## src/rtl/pfl_pkg.sv

```systemverilog
// Package: offsets, field layouts, timing and carriers of the status/fault flag bank
package pfl_pkg;

  // Register offsets on the byte access port
  localparam logic [7:0] LIVE_STATUS_OFS = 8'h00;
  localparam logic [7:0] UV_FLAGS_OFS    = 8'h01;
  localparam logic [7:0] OV_FLAGS_OFS    = 8'h02;

  // Values after reset and after a factory fuse reload
  localparam logic [7:0] LIVE_STATUS_RST = 8'h00;
  localparam logic [5:0] RAIL_FLAGS_RST  = 6'h00;
  localparam logic [5:0] RAIL_FLAGS_FUSE = 6'h00;
  localparam logic [7:0] UNMAPPED_DATA   = 8'h00;

  // Field positions inside the flag registers
  localparam int unsigned RAIL_FLD_LSB = 2;
  localparam int unsigned RAIL_FLD_MSB = 7;
  localparam logic [1:0]  RSVD_BITS    = 2'h0;

  // Deglitch timing of the input supply comparators
  localparam int unsigned DEGLITCH_NS   = 10000;
  localparam int unsigned CLK_PERIOD_NS = 8;
  localparam int unsigned DEGLITCH_CYC  = (DEGLITCH_NS + CLK_PERIOD_NS - 1) / CLK_PERIOD_NS;
  localparam int unsigned DEGLITCH_W    = 11;
  localparam logic [DEGLITCH_W-1:0] DEGLITCH_LAST = DEGLITCH_W'(DEGLITCH_CYC - 1);
  localparam int unsigned SUPPLY_CMPS   = 4;

  // Input supply comparators, order matches live status bits 7..4
  typedef struct packed {
    logic sys_monitor_level;
    logic supply_warning_level;
    logic good_overvoltage_level;
    logic input_overvoltage_level;
  } pfl_supply_cmp_t;

  // One bit per rail, order matches flag register bits 7..2
  typedef struct packed {
    logic rail1;
    logic rail2;
    logic rail3;
    logic rail4;
    logic linear1;
    logic linear2;
  } pfl_rails_t;

  // Live status register layout
  typedef struct packed {
    pfl_supply_cmp_t supply;
    logic            temp_warning_level;
    logic            temp_shutdown_level;
    logic            system_power_good;
    logic            fault_active;
  } pfl_live_status_t;

  // Byte request from the serial target engine
  typedef struct packed {
    logic       rd;
    logic       wr;
    logic [7:0] addr;
    logic [7:0] wdata;
  } pfl_reg_req_t;

endpackage : pfl_pkg

```

## src/rtl/pfl_deglitch.sv

```systemverilog
// Rising-edge deglitch filter for one comparator level
`timescale 1ns/10ps
module pfl_deglitch (
  // Clock and reset
  input  wire logic clk,
  input  wire logic rst,
  // Raw comparator and filtered level
  input  wire logic level_raw,
  output logic      level_filt
);

  logic [pfl_pkg::DEGLITCH_W-1:0] cnt_reg;
  logic [pfl_pkg::DEGLITCH_W-1:0] cnt_next;
  logic                           filt_reg;
  logic                           filt_next;
  logic                           cnt_done;

  // Rise needs an unbroken run of high samples; a fall passes at once
  assign cnt_done  = (cnt_reg == pfl_pkg::DEGLITCH_LAST);
  assign cnt_next  = !level_raw ? '0 :
                     cnt_done   ? cnt_reg :
                                  cnt_reg + 1'b1;
  assign filt_next = level_raw & (filt_reg | cnt_done);

  // Counter and filtered level
  always_ff @(posedge clk) begin
    if (rst) begin
      cnt_reg  <= '0;
      filt_reg <= 1'b0;
    end else begin
      cnt_reg  <= cnt_next;
      filt_reg <= filt_next;
    end
  end

  assign level_filt = filt_reg;

endmodule : pfl_deglitch

```

## src/rtl/pfl_status_flags.sv

```systemverilog
// Live status and sticky rail fault flag registers of the power manager
// Function
// - Bit7 system monitor level, 10 us deglitched
// - Bit6 supply warning level, 10 us deglitched
// - Bit5 good overvoltage level, 10 us deglitched
// - Bit4 input overvoltage level, 10 us deglitched
// - Bit3 follows temperature warning comparator
// - Bit2 follows temperature shutdown comparator
// - Bit1 power good, zero when power bad
// - Bit0 shows any active fault live
// - Live status read-only, resets to zero
// - Undervoltage events latch sticky rail flags
// - Undervoltage flags hold after rail recovery
// - Overvoltage events latch sticky rail flags
// - Flag read returns value, then clears
// - Registers invalid while supply below lockout
// - Factory fuse reload restores fused values
`timescale 1ns/10ps
module pfl_status_flags (
  // Clock and reset
  input  wire logic                      clk,
  input  wire logic                      rst,
  // Supply and temperature comparators
  input  wire pfl_pkg::pfl_supply_cmp_t  supply_cmp,
  input  wire logic                      temp_warning_level,
  input  wire logic                      temp_shutdown_level,
  input  wire logic                      supply_lockout,
  // Sequencer state
  input  wire logic                      system_power_good,
  input  wire logic                      power_bad,
  input  wire logic                      fault_active,
  // Rail event pulses or levels
  input  wire pfl_pkg::pfl_rails_t       uv_event,
  input  wire pfl_pkg::pfl_rails_t       ov_event,
  // Factory fuse reload strobe
  input  wire logic                      factory_fuse_load,
  // Byte access port from the serial target engine
  input  wire pfl_pkg::pfl_reg_req_t     reg_req,
  output logic [7:0]                     reg_rdata,
  output logic                           reg_rvalid,
  output logic                           regs_valid
);

  pfl_pkg::pfl_supply_cmp_t  supply_filt;
  pfl_pkg::pfl_live_status_t live_reg;
  pfl_pkg::pfl_live_status_t live_next;
  pfl_pkg::pfl_rails_t       uv_reg;
  pfl_pkg::pfl_rails_t       uv_next;
  pfl_pkg::pfl_rails_t       ov_reg;
  pfl_pkg::pfl_rails_t       ov_next;
  logic [7:0]                rdata_reg;
  logic [7:0]                rdata_next;
  logic                      rvalid_reg;
  logic                      valid_reg;
  logic                      rd_live;
  logic                      rd_uv;
  logic                      rd_ov;
  logic [7:0]                uv_word;
  logic [7:0]                ov_word;
  logic [5:0]                uv_clr;
  logic [5:0]                ov_clr;

  // One deglitch filter per supply comparator
  genvar gi;
  generate
    for (gi = 0; gi < pfl_pkg::SUPPLY_CMPS; gi++) begin : g_dgl
      pfl_deglitch u_dgl (
        .clk        (clk),
        .rst        (rst),
        .level_raw  (supply_cmp[gi]),
        .level_filt (supply_filt[gi])
      );
    end
  endgenerate

  // Live status next value; the register below blanks it while the supply is locked out
  assign live_next.supply              = supply_filt;
  assign live_next.temp_warning_level  = temp_warning_level;
  assign live_next.temp_shutdown_level = temp_shutdown_level;
  assign live_next.system_power_good   = system_power_good & ~power_bad;
  assign live_next.fault_active        = fault_active;

  // Address decode; writes are decoded nowhere, so they change nothing
  assign rd_live = reg_req.rd && (reg_req.addr == pfl_pkg::LIVE_STATUS_OFS);
  assign rd_uv   = reg_req.rd && (reg_req.addr == pfl_pkg::UV_FLAGS_OFS);
  assign rd_ov   = reg_req.rd && (reg_req.addr == pfl_pkg::OV_FLAGS_OFS);

  // Flag words with reserved low bits tied off
  assign uv_word = {uv_reg, pfl_pkg::RSVD_BITS};
  assign ov_word = {ov_reg, pfl_pkg::RSVD_BITS};

  // Read clears every flag bit it returned
  assign uv_clr = rd_uv ? 6'h3f : 6'h00;
  assign ov_clr = rd_ov ? 6'h3f : 6'h00;

  // Sticky flags; a fresh event wins over the clearing read
  assign uv_next = (uv_reg & ~uv_clr) | uv_event;
  assign ov_next = (ov_reg & ~ov_clr) | ov_event;

  // Read mux; unmapped offsets and a locked-out supply read as zero
  assign rdata_next = supply_lockout ? pfl_pkg::UNMAPPED_DATA :
                      rd_live        ? live_reg :
                      rd_uv          ? uv_word :
                      rd_ov          ? ov_word :
                                       pfl_pkg::UNMAPPED_DATA;

  // Live status register, read-only from the port
  always_ff @(posedge clk) begin
    if (rst || supply_lockout) begin
      live_reg <= pfl_pkg::LIVE_STATUS_RST;
    end else begin
      live_reg <= live_next;
    end
  end

  // Flag registers; lockout and fuse reload take priority over events
  always_ff @(posedge clk) begin
    if (rst || supply_lockout) begin
      uv_reg <= pfl_pkg::RAIL_FLAGS_RST;
      ov_reg <= pfl_pkg::RAIL_FLAGS_RST;
    end else if (factory_fuse_load) begin
      uv_reg <= pfl_pkg::RAIL_FLAGS_FUSE;
      ov_reg <= pfl_pkg::RAIL_FLAGS_FUSE;
    end else begin
      uv_reg <= uv_next;
      ov_reg <= ov_next;
    end
  end

  // Read answer one cycle after the request
  always_ff @(posedge clk) begin
    if (rst) begin
      rdata_reg  <= 8'h00;
      rvalid_reg <= 1'b0;
      valid_reg  <= 1'b0;
    end else begin
      rdata_reg  <= rdata_next;
      rvalid_reg <= reg_req.rd;
      valid_reg  <= ~supply_lockout;
    end
  end

  assign reg_rdata  = rdata_reg;
  assign reg_rvalid = rvalid_reg;
  assign regs_valid = valid_reg;

  // Helper: run length of high samples on the monitor comparator
  logic [11:0] mon_hi_cnt;
  always_ff @(posedge clk) begin
    if (rst || !supply_cmp.sys_monitor_level) begin
      mon_hi_cnt <= 12'h000;
    end else if (mon_hi_cnt != 12'hfff) begin
      mon_hi_cnt <= mon_hi_cnt + 12'h001;
    end
  end

  // Helper run counters, one per comparator so no rise hides behind another
  genvar ri;
  generate
    for (ri = 0; ri < pfl_pkg::SUPPLY_CMPS; ri++) begin : g_rise
      logic [11:0] hi_cnt;
      always_ff @(posedge clk) begin
        if (rst || !supply_cmp[ri]) begin
          hi_cnt <= 12'h000;
        end else if (hi_cnt != 12'hfff) begin
          hi_cnt <= hi_cnt + 12'h001;
        end
      end

    end
  endgenerate
endmodule : pfl_status_flags

```

## config.mk

```make
export PLATFORM = sky130hd
export DESIGN_NAME = pfl_status_flags
export DESIGN_NICKNAME = d
export VERILOG_FILES = /design/src/rtl/pfl_pkg.sv /design/src/rtl/pfl_deglitch.sv /design/src/rtl/pfl_status_flags.sv
export SDC_FILE = /design/constraint.sdc
export NUM_CORES = 1
export LEC_CHECK = 0
export BUFFER_PORTS_ARGS = -buffer_cell sky130_fd_sc_hd__buf_4
export CORE_MARGIN = 3
export CORE_UTILIZATION = 40
export DETAILED_ROUTE_END_ITERATION = 6
export SLEW_MARGIN = 20
export SYNTH_ARGS = -nofsm -noshare
export SYNTH_HDL_FRONTEND = slang
export SYNTH_HIERARCHICAL = 1
export SYNTH_SLANG_ARGS = --single-unit
```

## constraint.sdc

```tcl
create_clock -name clk -period 2.2 [get_ports clk]
set_input_delay 0.33 -clock clk [delete_from_list [all_inputs] [get_ports clk]]
set_output_delay 0.33 -clock clk [all_outputs]
set_load 0.005 [all_outputs]
```

## Yosys cells after proc, flatten, opt, wreduce, memory -nomap -nowiden

Cells that the tools add are included.

| operators by class | value |
|---|---|
| eq/ne operators | 6 |
| reductions and logical operators | 11 |
| add/sub/neg operators | 4 |
| multiplexer cells | 5 |
| bitwise operators | 21 |

Operators with widths:

| cell | count |
|---|---|
| $add 11x1->11 const B | 4 |
| $eq 11x11->1 const B | 4 |
| $mux 8 | 3 |
| $and 6x6->6 | 2 |
| $mux 6 | 2 |
| $not 6->6 | 2 |
| $or 6x6->6 | 2 |
| $reduce_or 2->1 | 6 |
| $eq 8x1->1 const B | 1 |
| $eq 8x2->1 const B | 1 |
| $logic_not 8->1 | 1 |
| $not 1->1 | 6 |
| $and 1x1->1 | 5 |
| $or 1x1->1 | 4 |
| $logic_and 1x1->1 | 3 |
| $logic_or 1x1->1 | 1 |

| word-level totals | value |
|---|---|
| word-level logic and storage cells | 78 |
| output and inout bits | 10 |
| bits of input ports | 43 |
| register bits after elaboration | 78 |

## Depth between registers and ports, before layout

| logic depth | value |
|---|---|
| word-level depth | 6 |
| mapped depth | 5 |
| depth with buffers taken out | 5 |

## Cells and area by module

Netlist, hierarchy kept.

Modules (own cells, without submodules):

| module | area an instance (um^2) | sequential area each (um^2) | times used | cells each |
|---|---|---|---|---|
| pfl_deglitch | 598.1 | 240.2 | 4 | 64 |
| pfl_status_flags | 1,053.5 | 600.6 | 1 | 111 |

## Worst setup path before layout

OpenSTA, ideal clock, no wires.

| timing | value |
|---|---|
| path type | register to register |
| start | register g_dgl[0].u_dgl/cnt_reg[0] (netlist name) |
| end | register g_dgl[0].u_dgl/cnt_reg[1] (netlist name) |
| data required time | 2.079 ns |
| stages on the path, launching flop included | 5 |
| clock period less this slack | 1.614 ns |
| arrival time | 1.492 ns |
| path slack | 0.586 ns |
| library setup time | 0.121 ns |
| buffers on the path | 0 |
| path through | dfxtp_1 ha_1 or4b_4 nor3_4 mux2_4 |

| between the ends | value |
|---|---|
| cells in the longest elaborated chain, start to end | 1 |
| elaborated cells on any way between the ends | 2 |
| those cells by class | add/sub (1); eq/ne (1) |

RTL lines:

| element | RTL line | source |
|---|---|---|
| start: declaration | pfl_deglitch.sv:12 | `logic [pfl_pkg::DEGLITCH_W-1:0] cnt_reg;` |
| start signal: assignment | pfl_deglitch.sv:31 | `cnt_reg <= cnt_next;` |
| $add 11x1->11 or $eq 11x11->1 (tied branches) | pfl_deglitch.sv:22, pfl_deglitch.sv:19 |  |

Several ways; a longest one is shown, not always the timed one.
A chain may end at the register's enable or synchronous reset.

## Final worst setup path

| timing | value |
|---|---|
| start | register g_dgl[3].u_dgl/cnt_reg[0] (netlist name) |
| end | register g_dgl[3].u_dgl/cnt_reg[1] (netlist name) |

| between the ends | value |
|---|---|
| cells in the longest elaborated chain, start to end | 1 |
| elaborated cells on any way between the ends | 2 |
| those cells by class | add/sub (1); eq/ne (1) |

RTL lines:

| element | RTL line |
|---|---|
| start: declaration | pfl_deglitch.sv:12 |
| start signal: assignment | pfl_deglitch.sv:31 |
| $add 11x1->11 or $eq 11x11->1 (tied branches) | pfl_deglitch.sv:22, pfl_deglitch.sv:19 |

Several ways; a longest one is shown, not always the timed one.

==> qor_table.md <==
| Group | Quantity | Reported |
|:---|:---|:---|
| status | Result of the run | finished, final reports clean |
| cts | Number of H-tree levels | 3 |
| detailed routing | Number of vias per cell | 5.268 |
| sta | Count of final setup violators | 0 |
| yosys | Fraction of synthesized cell area taken by the top area cell type | 45.32% |
| yosys | Cell types with the highest counts after synthesis | dfxtp_1, nor2_1, a21oi_1, o21ai_0, inv_1 |
| power | Largest vdd supply drop | 0.3049 mV |
| yosys | Synthesized Nets | 418 |
| cts | Number of buffers inserted by hold repair at cts | 0 |
| worst setup path | Slowest CP cell | or4b_4 |
| sta | Sum of negative setup slack | 0 ns |
| final layout | Largest register FFs | 44 |
| placement | Final Wtd Congestion | 0.7979 |
| min path | Class of the tightest hold or removal check | primary input to register |
| yosys | Count of yosys warnings during synthesis | 6 |
| global routing | Total overflow reported by the global router | 0 |
| floorplanning | Starting Density | 41.52% |
| cts | Clock input transition at the sequential cells of the worst setup and hold paths | 0.08 ns |
| yosys | Post-synthesis cell area | 0.003446 mm2 |
| yosys | Mean cell area of the mapped netlist | 9.389 um2 |
| power | Leak pwr | 1.493 nW |
| yosys | Asr flop ratio synth | 0% |
| sta | Final hold viol count | 0 |
| worst setup path | Largest driver fanout on the critical path | 6 |
| sta | Unrepaired setup endpoints after global routing | no |
| floorplanning | CORE AREA | 0.008299 mm2 |
| final layout | Area Growth Syn to Fin | 18.95% |
| cts | Latest clock arrival within the worst-skew pair | 0.33 ns |
| placement | Placed instance area | 0.003850 mm2 |
| global routing | Number of antenna violations at the first check in global routing | 0 |
| floorplanning | Vertical die dimension | 98.82 um |
| yosys | Number of different library cells in the post-synthesis netlist | 38 |
| worst setup path | Delay contributed by the slowest stage of the critical path | 0.48 ns |
| yosys | Register area share after synthesis | 45.32% |
| worst setup path | Category of the worst setup path capture point | register |
| cts | CTS resizes | 0 |
| placement | Count of port buffers added during placement | 43 |
| floorplanning | Number of placed I/O pins | 53 |
| sta | Maximum clock frequency | 566.3 MHz |
| global routing | Total GRT Usage | 14.30% |
| cts | Root buf cell | clkbuf_8 |
| sta | Post-route clock skew | 0.008305 ns |
| worst setup path | Critical path cell sequence | ha_1 -> or4b_4 -> nor3_4 -> mux2_4 |
| sta | Measured slew at the worst slew-check pin | 0.5002 ns |
| floorplanning | Core Rows | 33 |
| cts | CTS tree | yes |
| yosys | Biggest area consumer among synthesized cells | dfxtp_1 |
| cts | Clock Sinks | 78 |
| yosys | Cell with the most instances after synthesis | dfxtp_1 |
| worst setup path | Crit path buffers/inverters | 0 |
| yosys | Synthesized instance count | 367 |
| final layout | NumNets Final | 467 |
| detailed routing | DR iter-0 viols | 70 |
| final layout | Fraction of final layout cells sized beyond drive strength 1 | 18.76% |
| placement | Detailed Place HPWL | 5001 um |
| yosys | Most common flop cell mapped by yosys | dfxtp_1 |
| sta | Final period utilization | 80.26% |
| global routing | First-pass GRT wire length | 11,510 um |
| detailed routing | DRC violations left | 0 |
| worst setup path | Critical path start-end classification | register to register |
| cts | Buffers inserted during post-CTS setup optimization | 0 |
| yosys | Number of enable flip-flop cells after synthesis | 0 |
| sta | Number of slew-limit violations in the final report | 0 |
| final layout | Layout fillers | 809 |
| detailed routing | Total Routed Length | 6904 um |
| sta | Clock period minus worst slack | 1.766 ns |
| yosys | Flops & latches, synth | 78 |
| floorplanning | Die extent in x | 98.82 um |
| worst setup path | Worst EP arrival | 1.98 ns |
| yosys | Top cells by area, synth | dfxtp_1, a21oi_1, nor2_1, o21ai_0, nand2b_1 |
| final layout | Ant. Diodes | 0 |
| cts | Total clock buffers created by CTS | 9 |
| final layout | Multi-input logic area | 0.001748 mm2 |
| detailed routing | Number of nets with antenna violations after routing | 0 |
| worst setup path | Required time of the critical path | 2.42 ns |
| detailed routing | First drt pass iteration count | 4 |
| power | Pwr per Cell Area | 708.1 mW/mm2 |
| worst setup path | Cell class contributing the biggest share of worst-path delay | simple AND/OR/NAND/NOR gates |
| cts | CTS max path bufs | 2 |
| detailed routing | Average wire length per cell after detail routing | 13.13 um |
| worst setup path | Startpoint type of the worst setup path | register |
| sta | Worst hold margin | 0.1594 ns |
| job | Number of max-capacitance violations reported | 0 |
| final layout | Storage cell area | 0.001562 mm2 |
| final layout | Post-Layout Inst Area | 0.004099 mm2 |
| floorplanning | Area of the die | 0.009764 mm2 |
| detailed routing | Vias after detailed routing | 2,771 |
| sta | Slew Limit Headroom | 66.58% |
| power | Overall power of the completed layout | 2.902 mW |
| global routing | Pin count of the biggest net entering global routing | 16 |
| global routing | Number of global-route vias before repair | 2,606 |
-- layer usage --
layer / up-vias / global-route usage (%) / wire length [um]
li1: 1430 / - / -
met1: 1288 / 18.27 / 3320
met2: 48 / 23.24 / 3224
met3: 5 / 4.812 / 302
met4: 0 / 3.676 / 57
met5: - / 0 / 0
-- cell usage in the layout (no fill, tap or decap), types with 5 or more instances in the layout --
master    count
a21oi_1      32
and2_1        7
buf_4        45
clkbuf_8     11
dfxtp_1      78
ha_1          8
inv_1        19
mux2i_1       5
nand2_1       8
nand2b_1     18
nand3_1      12
nand4_1      12
nor2_1       35
nor2b_1       5
nor3_1        7
o21ai_0      24
o22ai_1      10
o31ai_1      12
or3_1        12
or4_1         8
-- where the power goes --
part	total (mW)	internal (mW)	leakage [nW]	switching, mW
clock	1.30	0.818	0.124	0.481
sequential	1.44	1.43	0.631	0.0142
combinational	0.161	0.0812	0.738	0.0793
-- stage by stage --
stage,cells,utilization (%),setup WS [ns]
after global routing,526,49.39,0.3615
after detailed placement,510,46.39,0.4677
after floorplan,367,-,0.5863
after global placement,510,46.39,0.4960
final,526,49.39,0.4342
after CTS,526,49.39,0.4460
-- final timing paths --
check                       startpoint                         to  cells past startpoint  slack (ns)
max          g_dgl[3].u_dgl/cnt_reg[0]  g_dgl[3].u_dgl/cnt_reg[1]                      4        0.43
min                          power_bad                live_reg[1]                      2        0.16
min reg2reg  g_dgl[2].u_dgl/level_filt  g_dgl[2].u_dgl/level_filt                      1        0.46
max reg2reg  g_dgl[3].u_dgl/cnt_reg[0]  g_dgl[3].u_dgl/cnt_reg[1]                      4        0.43
-- area by class of cell --
cell class                 instances  share of cell area [%]
multi-input combinational        263                   42.64
sequential                        78                   38.10
timing repair buffer              45                   8.242
clock buffer                      13                   3.877
tap                              105                   3.205
clock inverter                     3                   2.198
inverter                          19                   1.740
-- logic make-up (layout without fill, tap and decap cells) --
| family | Yosys count | in the layout | share of synthesized area (%) |
|---|---|---|---|
| adder cells (fa/ha/maj) | 8 | 8 | 2.905 |
| multiplexers | 9 | 9 | 3.195 |
| AND/OR/NAND/NOR | 147 | 147 | 26.69 |
| AO/OA/AOI/OAI | 91 | 91 | 15.90 |
| XOR/XNOR | 8 | 8 | 2.033 |
| buffers and inverters | 26 | 80 | 3.958 |
| flip-flops | 78 | 78 | 45.32 |
No activity file was read; power rests on OpenSTA's default activity.
